<file path="config.mk">
export PLATFORM = sky130hd
export DESIGN_NAME = ptc_target_ctrl
export DESIGN_NICKNAME = d
export VERILOG_FILES = /design/src/rtl/ptc_latency_timer.v /design/src/rtl/ptc_axil_port.v /design/src/rtl/ptc_target_ctrl.v
export VERILOG_INCLUDE_DIRS = /design/src /design/src/include
export SDC_FILE = /design/constraint.sdc
export NUM_CORES = 1
export LEC_CHECK = 0
export BUFFER_PORTS_ARGS = -buffer_cell sky130_fd_sc_hd__buf_2
export CAP_MARGIN = 20
export CORE_MARGIN = 4
export CORE_UTILIZATION = 50
export CTS_BUF_LIST = sky130_fd_sc_hd__clkbuf_4
export CTS_CLUSTER_SIZE = 10
export DETAILED_ROUTE_END_ITERATION = 6
export GPL_TIMING_DRIVEN = 0
export PLACE_DENSITY_LB_ADDON = 0.25
export SLEW_MARGIN = 25
export SYNTH_ARGS = -nofsm -noshare
export SYNTH_HDL_FRONTEND = slang
export SYNTH_SLANG_ARGS = --single-unit
export TNS_END_PERCENT = 100
</file>
<file path="constraint.sdc">
create_clock -name clk_sys_i -period 4.7 [get_ports clk_sys_i]
set_input_delay 1.175 -clock clk_sys_i [delete_from_list [all_inputs] [get_ports clk_sys_i]]
set_output_delay 1.175 -clock clk_sys_i [all_outputs]
set_load 0.01 [all_outputs]
</file>
<file path="src/include/ptc_consts.vh">
`ifndef PTC_CONSTS_VH
`define PTC_CONSTS_VH

// bus geometry
`define PTC_ADDR_W              8
`define PTC_DATA_W              32
`define PTC_RESP_OKAY           2'h0
`define PTC_RESP_DECERR         2'h3

// register byte offsets
`define PTC_OFF_TARGET_CONTROL  8'h90
`define PTC_OFF_RULE_ENABLE     8'h94
`define PTC_OFF_BURST_LENGTH    8'h98
`define PTC_OFF_STATUS          8'h9C

// target_control field positions
`define PTC_BIT_CACHE_DIS       19
`define PTC_BIT_OUT_NEVER_TO    18
`define PTC_BIT_IN_NEVER_TO     17
`define PTC_BIT_IO_PREFETCH     16
`define PTC_BIT_FORCE_RETRY     15
`define PTC_BIT_FORCE_ABORT     14
`define PTC_BIT_SINGLE_BURST    12

// rule_enable field positions
`define PTC_BIT_OUT_FIRST_EN    0
`define PTC_BIT_OUT_LATER_EN    1
`define PTC_BIT_IN_PHASE_EN     2

// burst length field
`define PTC_TBL_HI              7
`define PTC_TBL_LO              4
`define PTC_TBL_W               4

// reset values
`define PTC_RST_TARGET_CONTROL  32'h0000_0000
`define PTC_RST_RULE_ENABLE     3'h0
`define PTC_RST_BURST_LENGTH    8'h00

// latency limits in clocks
`define PTC_FIRST_PHASE_CLKS    5'h10
`define PTC_LATER_PHASE_CLKS    5'h08
`define PTC_TIMER_W             5

`endif

</file>
<file path="src/rtl/ptc_latency_timer.v">
`timescale 1ns/1ps
`default_nettype none
`include "ptc_consts.vh"

module ptc_latency_timer #(
  parameter W = `PTC_TIMER_W
) (
  input  wire         clk_sys_i,
  input  wire         arst_n_i,
  input  wire         run_i,
  input  wire         clear_i,
  input  wire [W-1:0] limit_i,
  output reg          expire_o
);

  reg [W-1:0] count_r;
  reg         fired_r;

  // counts waiting clocks, fires once per phase
  always @(posedge clk_sys_i or negedge arst_n_i)
  begin
    if (!arst_n_i)
    begin
      count_r  <= {W{1'b0}};
      fired_r  <= 1'b0;
      expire_o <= 1'b0;
    end
    else
    begin
      expire_o <= 1'b0;
      if (clear_i)
      begin
        count_r <= {W{1'b0}};
        fired_r <= 1'b0;
      end
      else if (run_i && !fired_r)
      begin
        if (count_r == limit_i - {{(W-1){1'b0}}, 1'b1})
        begin
          expire_o <= 1'b1;
          fired_r  <= 1'b1;
        end
        else
        begin
          count_r <= count_r + {{(W-1){1'b0}}, 1'b1};
        end
      end
    end
  end

endmodule
`default_nettype wire

</file>
<file path="src/rtl/ptc_axil_port.v">
`timescale 1ns/1ps
`default_nettype none
`include "ptc_consts.vh"

module ptc_axil_port (
  input  wire                     clk_sys_i,
  input  wire                     arst_n_i,
  input  wire                     awvalid_i,
  output reg                      awready_o,
  input  wire [`PTC_ADDR_W-1:0]   awaddr_i,
  input  wire                     wvalid_i,
  output reg                      wready_o,
  input  wire [`PTC_DATA_W-1:0]   wdata_i,
  input  wire [3:0]               wstrb_i,
  output reg                      bvalid_o,
  input  wire                     bready_i,
  output reg  [1:0]               bresp_o,
  input  wire                     arvalid_i,
  output reg                      arready_o,
  input  wire [`PTC_ADDR_W-1:0]   araddr_i,
  output reg                      rvalid_o,
  input  wire                     rready_i,
  output reg  [`PTC_DATA_W-1:0]   rdata_o,
  output reg  [1:0]               rresp_o,
  output reg                      wr_req_o,
  output reg  [`PTC_ADDR_W-1:0]   wr_addr_o,
  output reg  [`PTC_DATA_W-1:0]   wr_data_o,
  output reg  [3:0]               wr_strb_o,
  input  wire                     wr_err_i,
  output wire [`PTC_ADDR_W-1:0]   rd_addr_o,
  input  wire [`PTC_DATA_W-1:0]   rd_data_i,
  input  wire                     rd_err_i
);

  reg aw_held_r;
  reg w_held_r;

  assign rd_addr_o = araddr_i;

  // address and data taken in either order, response after both
  always @(posedge clk_sys_i or negedge arst_n_i)
  begin
    if (!arst_n_i)
    begin
      awready_o <= 1'b1;
      wready_o  <= 1'b1;
      aw_held_r <= 1'b0;
      w_held_r  <= 1'b0;
      bvalid_o  <= 1'b0;
      bresp_o   <= `PTC_RESP_OKAY;
      wr_req_o  <= 1'b0;
      wr_addr_o <= {`PTC_ADDR_W{1'b0}};
      wr_data_o <= {`PTC_DATA_W{1'b0}};
      wr_strb_o <= 4'h0;
    end
    else
    begin
      wr_req_o <= 1'b0;
      if (awvalid_i && awready_o)
      begin
        wr_addr_o <= awaddr_i;
        aw_held_r <= 1'b1;
        awready_o <= 1'b0;
      end
      if (wvalid_i && wready_o)
      begin
        wr_data_o <= wdata_i;
        wr_strb_o <= wstrb_i;
        w_held_r  <= 1'b1;
        wready_o  <= 1'b0;
      end
      if (aw_held_r && w_held_r && !bvalid_o && !wr_req_o)
      begin
        wr_req_o <= 1'b1;
      end
      if (wr_req_o)
      begin
        bvalid_o  <= 1'b1;
        bresp_o   <= wr_err_i ? `PTC_RESP_DECERR : `PTC_RESP_OKAY;
        aw_held_r <= 1'b0;
        w_held_r  <= 1'b0;
      end
      if (bvalid_o && bready_i)
      begin
        bvalid_o  <= 1'b0;
        awready_o <= 1'b1;
        wready_o  <= 1'b1;
      end
    end
  end

  always @(posedge clk_sys_i or negedge arst_n_i)
  begin
    if (!arst_n_i)
    begin
      arready_o <= 1'b1;
      rvalid_o  <= 1'b0;
      rdata_o   <= {`PTC_DATA_W{1'b0}};
      rresp_o   <= `PTC_RESP_OKAY;
    end
    else
    begin
      if (arvalid_i && arready_o)
      begin
        arready_o <= 1'b0;
        rvalid_o  <= 1'b1;
        rdata_o   <= rd_err_i ? {`PTC_DATA_W{1'b0}} : rd_data_i;
        rresp_o   <= rd_err_i ? `PTC_RESP_DECERR : `PTC_RESP_OKAY;
      end
      else if (rvalid_o && rready_i)
      begin
        rvalid_o  <= 1'b0;
        arready_o <= 1'b1;
      end
    end
  end

endmodule
`default_nettype wire

</file>
<file path="src/rtl/ptc_target_ctrl.v">
// Function
// - outbound never-timeout suppresses first-phase 16-clock timeout when that rule is enabled.
// - outbound never-timeout suppresses later-phase 8-clock timeout when that rule is enabled.
// - suppressed outbound timeouts cause neither retry nor disconnect.
// - without never-timeout, enabled outbound timeout expiry gives retry or disconnect.
// - inbound never-timeout ignores the 8-clock limit; no disconnect on it.
// - without inbound never-timeout, enabled 8-clock expiry disconnects the initiator.
// - I/O prefetch bit makes I/O commands behave as memory commands.
// - force-retry ends current transaction: retry before data, disconnect after.
// - force-retry clears itself once the forced termination completes.
// - force-abort ends current transaction with target-abort, then clears itself.
// - writing 0 to force bits changes nothing.
// - single-burst: one local-bus read per transaction, sized by burst length.
// - control bits reset to 0.
// - caching disabled: leftover outbound data discarded when transaction completes.
// - single-burst off: keep streaming while room for next burst and transaction runs.
`timescale 1ns/1ps
`default_nettype none
`include "ptc_consts.vh"

module ptc_target_ctrl (
  input  wire                    clk_sys_i,
  input  wire                    arst_n_i,
  input  wire                    s_axil_awvalid_i,
  output wire                    s_axil_awready_o,
  input  wire [`PTC_ADDR_W-1:0]  s_axil_awaddr_i,
  input  wire                    s_axil_wvalid_i,
  output wire                    s_axil_wready_o,
  input  wire [`PTC_DATA_W-1:0]  s_axil_wdata_i,
  input  wire [3:0]              s_axil_wstrb_i,
  output wire                    s_axil_bvalid_o,
  input  wire                    s_axil_bready_i,
  output wire [1:0]              s_axil_bresp_o,
  input  wire                    s_axil_arvalid_i,
  output wire                    s_axil_arready_o,
  input  wire [`PTC_ADDR_W-1:0]  s_axil_araddr_i,
  output wire                    s_axil_rvalid_o,
  input  wire                    s_axil_rready_i,
  output wire [`PTC_DATA_W-1:0]  s_axil_rdata_o,
  output wire [1:0]              s_axil_rresp_o,
  input  wire                    txn_start_i,
  input  wire                    txn_end_i,
  input  wire                    txn_read_i,
  input  wire                    txn_io_i,
  input  wire                    data_wait_i,
  input  wire                    data_xfer_i,
  input  wire                    outbound_fifo_room_i,
  input  wire                    lb_rd_done_i,
  output reg                     term_retry_o,
  output reg                     term_disconnect_o,
  output reg                     term_abort_o,
  output reg                     prefetchable_o,
  output reg                     outbound_fifo_discard_o,
  output reg                     lb_rd_req_o,
  output reg  [`PTC_TBL_W-1:0]   lb_burst_len_o
);

  // byte-lane merge for register writes
  function [`PTC_DATA_W-1:0] merge_strb;
    input [`PTC_DATA_W-1:0] old_v;
    input [`PTC_DATA_W-1:0] new_v;
    input [3:0]             strb;
    integer i;
    begin
      merge_strb = old_v;
      for (i = 0; i < 4; i = i + 1)
      begin
        if (strb[i])
        begin
          merge_strb[i*8 +: 8] = new_v[i*8 +: 8];
        end
      end
    end
  endfunction

  function addr_known;
    input [`PTC_ADDR_W-1:0] a;
    begin
      addr_known = (a == `PTC_OFF_TARGET_CONTROL) || (a == `PTC_OFF_RULE_ENABLE) ||
                   (a == `PTC_OFF_BURST_LENGTH) || (a == `PTC_OFF_STATUS);
    end
  endfunction

  wire                    wr_req;
  wire [`PTC_ADDR_W-1:0]  wr_addr;
  wire [`PTC_DATA_W-1:0]  wr_data;
  wire [3:0]              wr_strb;
  wire [`PTC_ADDR_W-1:0]  rd_addr;
  reg  [`PTC_DATA_W-1:0]  rd_data;
  wire                    timer_expire;

  reg                     cache_dis_r;
  reg                     out_never_to_r;
  reg                     in_never_to_r;
  reg                     io_prefetch_r;
  reg                     force_retry_r;
  reg                     force_abort_r;
  reg                     single_burst_r;
  reg  [2:0]              rule_en_r;
  reg  [7:0]              burst_len_r;

  reg                     txn_active_r;
  reg                     first_phase_r;
  reg                     data_moved_r;
  reg                     term_sent_r;
  reg                     forced_r;
  reg                     burst_issued_r;
  reg                     rd_pending_r;
  reg                     txn_was_read_r;

  reg                     retry_nxt;
  reg                     disc_nxt;
  reg                     abort_nxt;
  reg                     forced_nxt;
  reg  [`PTC_TIMER_W-1:0] limit_nxt;
  reg                     to_allowed;

  wire wr_tc    = wr_req && (wr_addr == `PTC_OFF_TARGET_CONTROL);
  wire wr_rule  = wr_req && (wr_addr == `PTC_OFF_RULE_ENABLE);
  wire wr_burst = wr_req && (wr_addr == `PTC_OFF_BURST_LENGTH);
  wire [`PTC_DATA_W-1:0] tc_cur = {12'h000, cache_dis_r, out_never_to_r, in_never_to_r,
                                   io_prefetch_r, force_retry_r, force_abort_r, 1'b0,
                                   single_burst_r, 12'h000};
  wire [`PTC_DATA_W-1:0] tc_new = merge_strb(tc_cur, wr_data, wr_strb);
  wire [`PTC_DATA_W-1:0] ru_new = merge_strb({29'h0, rule_en_r}, wr_data, wr_strb);
  wire [`PTC_DATA_W-1:0] bl_new = merge_strb({24'h0, burst_len_r}, wr_data, wr_strb);
  wire set_retry = wr_tc && tc_new[`PTC_BIT_FORCE_RETRY];
  wire set_abort = wr_tc && tc_new[`PTC_BIT_FORCE_ABORT];
  wire force_done = txn_end_i && forced_r;

  ptc_axil_port u_port (
    .clk_sys_i (clk_sys_i),
    .arst_n_i  (arst_n_i),
    .awvalid_i (s_axil_awvalid_i),
    .awready_o (s_axil_awready_o),
    .awaddr_i  (s_axil_awaddr_i),
    .wvalid_i  (s_axil_wvalid_i),
    .wready_o  (s_axil_wready_o),
    .wdata_i   (s_axil_wdata_i),
    .wstrb_i   (s_axil_wstrb_i),
    .bvalid_o  (s_axil_bvalid_o),
    .bready_i  (s_axil_bready_i),
    .bresp_o   (s_axil_bresp_o),
    .arvalid_i (s_axil_arvalid_i),
    .arready_o (s_axil_arready_o),
    .araddr_i  (s_axil_araddr_i),
    .rvalid_o  (s_axil_rvalid_o),
    .rready_i  (s_axil_rready_i),
    .rdata_o   (s_axil_rdata_o),
    .rresp_o   (s_axil_rresp_o),
    .wr_req_o  (wr_req),
    .wr_addr_o (wr_addr),
    .wr_data_o (wr_data),
    .wr_strb_o (wr_strb),
    .wr_err_i  (!addr_known(wr_addr)),
    .rd_addr_o (rd_addr),
    .rd_data_i (rd_data),
    .rd_err_i  (!addr_known(rd_addr))
  );

  // register file
  always @(posedge clk_sys_i or negedge arst_n_i)
  begin
    if (!arst_n_i)
    begin
      cache_dis_r    <= 1'b0;
      out_never_to_r <= 1'b0;
      in_never_to_r  <= 1'b0;
      io_prefetch_r  <= 1'b0;
      force_retry_r  <= 1'b0;
      force_abort_r  <= 1'b0;
      single_burst_r <= 1'b0;
      rule_en_r      <= `PTC_RST_RULE_ENABLE;
      burst_len_r    <= `PTC_RST_BURST_LENGTH;
    end
    else
    begin
      if (wr_tc)
      begin
        cache_dis_r    <= tc_new[`PTC_BIT_CACHE_DIS];
        out_never_to_r <= tc_new[`PTC_BIT_OUT_NEVER_TO];
        in_never_to_r  <= tc_new[`PTC_BIT_IN_NEVER_TO];
        io_prefetch_r  <= tc_new[`PTC_BIT_IO_PREFETCH];
        single_burst_r <= tc_new[`PTC_BIT_SINGLE_BURST];
      end
      // self clear at termination; a new write of 1 wins
      if (set_retry)
      begin
        force_retry_r <= 1'b1;
      end
      else if (force_done)
      begin
        force_retry_r <= 1'b0;
      end
      if (set_abort)
      begin
        force_abort_r <= 1'b1;
      end
      else if (force_done)
      begin
        force_abort_r <= 1'b0;
      end
      if (wr_rule)
      begin
        rule_en_r <= ru_new[2:0];
      end
      if (wr_burst)
      begin
        burst_len_r <= bl_new[7:0];
      end
    end
  end

  // read mux
  always @*
  begin
    rd_data = {`PTC_DATA_W{1'b0}};
    case (rd_addr)
      `PTC_OFF_TARGET_CONTROL: rd_data = tc_cur;
      `PTC_OFF_RULE_ENABLE:    rd_data = {29'h0, rule_en_r};
      `PTC_OFF_BURST_LENGTH:   rd_data = {24'h0, burst_len_r};
      `PTC_OFF_STATUS:         rd_data = {25'h0, txn_was_read_r, rd_pending_r, burst_issued_r,
                                          term_sent_r, data_moved_r, first_phase_r, txn_active_r};
      default:                 rd_data = {`PTC_DATA_W{1'b0}};
    endcase
  end

  // wait-clock timer, limit depends on phase and direction
  always @*
  begin
    limit_nxt  = `PTC_LATER_PHASE_CLKS;
    to_allowed = 1'b0;
    if (txn_read_i)
    begin
      if (first_phase_r)
      begin
        limit_nxt  = `PTC_FIRST_PHASE_CLKS;
        to_allowed = rule_en_r[`PTC_BIT_OUT_FIRST_EN] && !out_never_to_r;
      end
      else
      begin
        to_allowed = rule_en_r[`PTC_BIT_OUT_LATER_EN] && !out_never_to_r;
      end
    end
    else
    begin
      to_allowed = rule_en_r[`PTC_BIT_IN_PHASE_EN] && !in_never_to_r;
    end
  end

  ptc_latency_timer #(
    .W (`PTC_TIMER_W)
  ) u_timer (
    .clk_sys_i (clk_sys_i),
    .arst_n_i  (arst_n_i),
    .run_i     (txn_active_r && data_wait_i),
    .clear_i   (data_xfer_i || txn_start_i || txn_end_i),
    .limit_i   (limit_nxt),
    .expire_o  (timer_expire)
  );

  // termination choice; abort outranks retry
  always @*
  begin
    retry_nxt  = 1'b0;
    disc_nxt   = 1'b0;
    abort_nxt  = 1'b0;
    forced_nxt = 1'b0;
    if (txn_active_r && !term_sent_r && !txn_end_i)
    begin
      if (force_abort_r)
      begin
        abort_nxt  = 1'b1;
        forced_nxt = 1'b1;
      end
      else if (force_retry_r)
      begin
        retry_nxt  = !(data_moved_r || data_xfer_i);
        disc_nxt   = data_moved_r || data_xfer_i;
        forced_nxt = 1'b1;
      end
      else if (timer_expire && to_allowed)
      begin
        retry_nxt = txn_read_i && !(data_moved_r || data_xfer_i);
        disc_nxt  = !(txn_read_i && !(data_moved_r || data_xfer_i));
      end
    end
  end

  // transaction tracking and termination outputs
  always @(posedge clk_sys_i or negedge arst_n_i)
  begin
    if (!arst_n_i)
    begin
      txn_active_r      <= 1'b0;
      first_phase_r     <= 1'b0;
      data_moved_r      <= 1'b0;
      term_sent_r       <= 1'b0;
      forced_r          <= 1'b0;
      txn_was_read_r    <= 1'b0;
      term_retry_o      <= 1'b0;
      term_disconnect_o <= 1'b0;
      term_abort_o      <= 1'b0;
      prefetchable_o    <= 1'b0;
      outbound_fifo_discard_o   <= 1'b0;
    end
    else
    begin
      term_retry_o      <= retry_nxt;
      term_disconnect_o <= disc_nxt;
      term_abort_o      <= abort_nxt;
      outbound_fifo_discard_o   <= 1'b0;
      if (retry_nxt || disc_nxt || abort_nxt)
      begin
        term_sent_r <= 1'b1;
      end
      if (forced_nxt)
      begin
        forced_r <= 1'b1;
      end
      if (data_xfer_i)
      begin
        data_moved_r  <= 1'b1;
        first_phase_r <= 1'b0;
      end
      if (txn_start_i)
      begin
        txn_active_r   <= 1'b1;
        first_phase_r  <= 1'b1;
        data_moved_r   <= 1'b0;
        term_sent_r    <= 1'b0;
        forced_r       <= 1'b0;
        txn_was_read_r <= txn_read_i;
        prefetchable_o <= !txn_io_i || io_prefetch_r;
      end
      else if (txn_end_i)
      begin
        txn_active_r    <= 1'b0;
        first_phase_r   <= 1'b0;
        term_sent_r     <= 1'b0;
        forced_r        <= 1'b0;
        outbound_fifo_discard_o <= cache_dis_r && txn_was_read_r;
      end
    end
  end

  // local-bus read requests for the outbound fifo
  always @(posedge clk_sys_i or negedge arst_n_i)
  begin
    if (!arst_n_i)
    begin
      lb_rd_req_o    <= 1'b0;
      lb_burst_len_o <= {`PTC_TBL_W{1'b0}};
      burst_issued_r <= 1'b0;
      rd_pending_r   <= 1'b0;
    end
    else
    begin
      lb_rd_req_o <= 1'b0;
      if (lb_rd_done_i)
      begin
        rd_pending_r <= 1'b0;
      end
      if (txn_start_i)
      begin
        burst_issued_r <= 1'b0;
      end
      else if (txn_active_r && txn_was_read_r && !rd_pending_r && !lb_rd_req_o && !txn_end_i)
      begin
        if (single_burst_r)
        begin
          if (!burst_issued_r)
          begin
            lb_rd_req_o    <= 1'b1;
            lb_burst_len_o <= burst_len_r[`PTC_TBL_HI:`PTC_TBL_LO];
            burst_issued_r <= 1'b1;
            rd_pending_r   <= 1'b1;
          end
        end
        else if (outbound_fifo_room_i)
        begin
          lb_rd_req_o    <= 1'b1;
          lb_burst_len_o <= burst_len_r[`PTC_TBL_HI:`PTC_TBL_LO];
          burst_issued_r <= 1'b1;
          rd_pending_r   <= 1'b1;
        end
      end
    end
  end

endmodule
`default_nettype wire

</file>
# After elaboration in Yosys (flattened, before gate mapping)
# Index checks and enable logic that the tools add are counted.
# op_classes
n_addsub	2
n_bitwise	1
reduce_logical	78
eq_ne	11
muxes	82
# ops
operator	n
$pmux 20 s4	1
$mux 1	69
$eq 8x8->1 const B	8
$logic_and 1x1->1	28
$reduce_bool 2->1	14
$mux 5	5
$mux 20	1
$reduce_and 2->1	7
$logic_not 1->1	12
$logic_or 1x1->1	12
$mux 4	3
$reduce_bool 3->1	4
$mux 8	1
$add 5x1->5 const B	1
$eq 5x5->1	1
$sub 5x1->5 const B	1
$mux 2	2
$reduce_and 4->1	1
$ne 2x1->1 const B	1
$ne 2x2->1 const B	1
$not 1->1	1
# totals
wordCells	215
out_inout_bits	51
in_bits	67
regBits	118

# Longest topological paths before layout
# logic_depth
depth_word	14
ltp_mapped	5
ltp_nobuf	5

# Modules after synthesis
# A second synthesis with hierarchy kept.
# unflattened
cells_unflattened	443
area_unflattened_um2	6125.9
# modules_own_cells
module	instances	area_each_um2	cells_per_inst	seq_area_each_um2
ptc_axil_port	1	3744.8	235	2155.8
ptc_target_ctrl	1	1820.5	152	900.9
ptc_latency_timer	1	560.5	56	175.2

# Worst setup path before layout
# OpenSTA, ideal clock, no wires.
# synth_path
kind	input to register
from	input txn_read_i
to	register u_timer.count_r[3]
path_stages	4
required_ns	4.622
setup_slack_ns	2.246
t_arrival_ns	2.377
cell_sequence	and3_2 -> o2111a_1 -> or4_2 -> a21oi_1
# synth_via
elab_chain_cells	5
# synth_lines
item	line_no	text
from (decl)	ptc_target_ctrl.v:43	input wire txn_read_i,
$mux 5	ptc_target_ctrl.v:233	if (txn_read_i)
$sub 5x1->5	ptc_latency_timer.v:38	if (count_r == limit_i - {{(W-1){1'b0}}, 1'b1})
$eq 5x5->1	ptc_latency_timer.v:38	
$ne 2x1->1 (no source line)	-	
$reduce_and 2->1 (no source line)	-	
to (signal assigned)	ptc_latency_timer.v:24	count_r <= {W{1'b0}};
to (signal assigned)	ptc_latency_timer.v:33	count_r <= {W{1'b0}};
to (signal assigned)	ptc_latency_timer.v:45	count_r <= count_r + {{(W-1){1'b0}}, 1'b1};
to (decl)	ptc_latency_timer.v:16	reg [W-1:0] count_r;
# Every way passes these cells.
# A chain may end at the register's enable or synchronous reset.

# Worst setup path in the final report
# layout_path
from	register u_port.arready_o
to	output s_axil_arready_o
# layout_lines
item	line_no	text
from (decl)	ptc_axil_port.v:19	output reg arready_o,
from (signal assigned)	ptc_axil_port.v:96	arready_o <= 1'b1;
from (signal assigned)	ptc_axil_port.v:105	arready_o <= 1'b0;
from (signal assigned)	ptc_axil_port.v:113	arready_o <= 1'b1;
to (decl)	ptc_target_ctrl.v:35	output wire s_axil_arready_o,
# No word-level cell between the ends.

==> summary.md <==
| Metric | Value |
|---|---|
| Status | `completed` |
| Layout Skew | `0.0109 ns` |
| Max Clk Rate | `429 MHz` |
| Pre-antenna DRT Iters | `4` |
| Commonest non-fill, non-tap cell in the layout | `dfrtp_1` |
| Final ANT Viol Nets | `0` |
| Max VDD drop | `0.318 mV` |
| Syn Area/Cell | `12.8 µm²` |
| Sequential share of the synthesized area | `0.594` |
| Commonest cells after routing, fill and taps aside | `dfrtp_1 (91), buf_2 (80), mux2_2 (49)` |
| Buf+Inv Stages, Crit Path | `1` |
| Clk slew on worst S/H paths | `0.14 ns` |
| DR WL/cell | `14.7 µm` |
| R2R depth | `4` |
| Starting density of the core | `0.513` |
| CTS tree | `built` |
| Setup violators final | `0` |
| FF-to-FF End | `rule_en_r[0]` |
| Die extent in x | `97.1 µm` |
| CP Launch Type | `register` |
| Hold_buf cts | `0` |
| Final Hold Fails | `0` |
| Cells after synthesis | `311` |
| Sequential standard cell area | `2360 µm²` |
| PortBufs | `81` |
| Ant. Diodes | `0` |
| Largest buffer count on any clock path | `2` |
| Cells along the critical path | `buf_2` |
| Async set-or-reset flop fraction in the synthesized netlist | `1.00` |
| Vias per cell | `5.04` |
| Worst Hold Margin | `0.506 ns` |
| RSZ-0062 raised after global routing | `false` |
| Std-Cell Rows | `32` |
| Slew @ Worst Pin | `0.788 ns` |
| Synth Flop Type | `dfrtp_1` |
| Max cap viols | `0` |
| WS Path Type | `register to output pin` |
| DP HPWL | `5900 µm` |
| Critical Path End Type | `output pin` |
| Number of nets in the layout | `488` |
| Hold worst-path end | `u_port.rdata_o[6]` |
| DR vias | `2654` |
| Lkg Pwr | `2.38 nW` |
| WP data arrival | `1.15 ns` |
| Initial antenna violation count | `0` |
| Final core utilization | `0.615` |
| Die extent in y | `97.1 µm` |
| GR Util All Layers | `0.173` |
| Vias in the first global route | `2707` |
| Fillcell total | `668` |
| Root Buffer | `clkbuf_4` |
| IO Count | `118` |
| Die area | `9420 µm²` |
| Tcrit/Tclk final | `0.496` |
| Max FO, Critical Path | `4` |
| Num CTS Buffers | `9` |
| DRC Markers | `0` |
| Synth Register Bits | `94` |
| Cell area power density | `411 nW/µm²` |
| CP top delay family | `flip-flops` |
| Worst path slowest cell | `dfstp_2` |
| Worst r2r src | `u_port.wr_addr_o[1]` |
| Final non-filler cell total | `527` |
| R2R Setup Slk | `2.68 ns` |
| Setup TNS | `0 ns` |
| Post-CTS setup buffer count | `0` |
| Number of enable flip-flop cells after synthesis | `0` |
| Multi-input gate area | `1480 µm²` |
| Min-delay src | `u_port.rdata_o[6]` |
| Largest net degree at the start of global routing | `69` |
| Clock Sinks | `94` |
| CTS resizes | `0` |
| H-tree depth | `3` |
| 1st-iter DRT viols | `131` |
| Clock latency on the worst-skew pair | `0.43 ns` |
| Layout area overhead | `19.9%` |
| Critical path's largest stage delay | `0.58 ns` |
| Placer Congestion | `0.832` |
| Final Power | `1.96 mW` |
| Cell area after synthesis | `3970 µm²` |
| WL final | `7740 µm` |
| HP Class | `register to register` |
| Hold path cells | `2` |
| Post-synth cell types | `43` |
| Max transition margin | `0.471` |
| YS warnings | `0` |
| Layout cells sized above 1 | `0.419` |
| WP data required | `3.52 ns` |
| Gr ovfl total | `0` |
| Placed cells | `511` |
| Fin. max-slew vios | `0` |
| Final min period | `2.33 ns` |
| Core region area | `7730 µm²` |
| First-pass GRT wire length | `13200 µm` |
[flip-flops by register name, summed over array words and instances, names as in the netlist, 3 cells and up]
name	flops
rule_en_r	3
u_port.wr_strb_o	3
u_timer.count_r	5
u_port.wr_data_o	15
u_port.rdata_o	15
burst_len_r	8
lb_burst_len_o	4
u_port.wr_addr_o	8
[where the power goes]
part / internal, mW / switching (mW) / total (mW)
clock network: 0.220 / 0.265 / 0.485
registers: 0.982 / 0.125 / 1.11
logic: 0.209 / 0.155 / 0.364
[logic make-up (layout without fill, tap and decap cells)]
| kind of cell | Yosys count | count (layout) | synth area share |
|---|---|---|---|
| fa+ha+maj | 1 | 1 | 0.00315 |
| other cells | 1 | 17 | 0.000945 |
| buf+inv | 33 | 131 | 0.0492 |
| flops | 94 | 94 | 0.594 |
| mux | 57 | 57 | 0.159 |
| compound gates | 48 | 48 | 0.0829 |
| simple gates | 77 | 77 | 0.111 |
[area by class of cell]
type | instances | area share
sequential | 94 | 0.495
multi-input combinational | 200 | 0.310
timing repair buffer | 82 | 0.0923
buffer | 24 | 0.0339
tap | 102 | 0.0268
clock inverter | 6 | 0.0182
clock buffer | 10 | 0.0158
inverter | 9 | 0.00710
[cells in the mapped netlist, types with 2 or more instances]
master    instances  area [µm²]
dfrtp_1          91        2280
mux2_2           49         552
nand2_1          20        75.1
buf_4            19         143
nor2_1           17        63.8
a22o_1           13         114
o21ai_0          12        60.1
a21oi_1           9        45.0
inv_1             9        33.8
mux2i_1           8        80.1
nor3_1            6        30.0
clkbuf_1          5        18.8
nand3_1           5        25.0
nor3b_1           4        30.0
o21a_1            4        30.0
dfstp_2           3        78.8
or3_1             3        18.8
a31oi_1           2        12.5
and3_1            2        12.5
nand2b_1          2        12.5
nand3b_1          2        15.0
nor2b_1           2        12.5
nor4_1            2        12.5
o31ai_1           2        15.0
or3_2             2        15.0
[worst max path at each step]
| stage | startpoint | depth (start not counted) | slack [ns] | end |
|---|---|---|---|---|
| 6_report | u_port.arready_o | 1 | 2.37 | s_axil_arready_o |
| 5_1_grt | s_axil_araddr_i[6] | 5 | 2.26 | u_port.rdata_o[15] |
| 4_1_cts | u_port.arready_o | 1 | 2.35 | s_axil_arready_o |
| 3_5_place_dp | s_axil_araddr_i[6] | 5 | 1.93 | u_port.rdata_o[17] |
| 3_3_place_gp | arst_n_i | 1 | 1.60 | u_port.w_held_r |
| 2_1_floorplan | txn_read_i | 4 | 2.25 | u_timer.count_r[3] |
[metrics by stage]
stage,instance area [µm²],setup slack (ns)
6_report,4760,2.37
3_5_place_dp,4590,1.93
4_1_cts,4760,2.35
2_1_floorplan,4030,2.25
3_3_place_gp,4560,1.60
5_1_grt,4760,2.26
[per-layer routing]
layer,wire length [µm],GRT usage,share of wire,vias up
li1,-,-,-,1297
met1,3490,0.228,0.45,1266
met2,3600,0.273,0.46,80
met3,521,0.0474,0.067,11
met4,128,0.0648,0.017,0
met5,0,0,0,-
No activity file was read; power rests on OpenSTA's default activity.
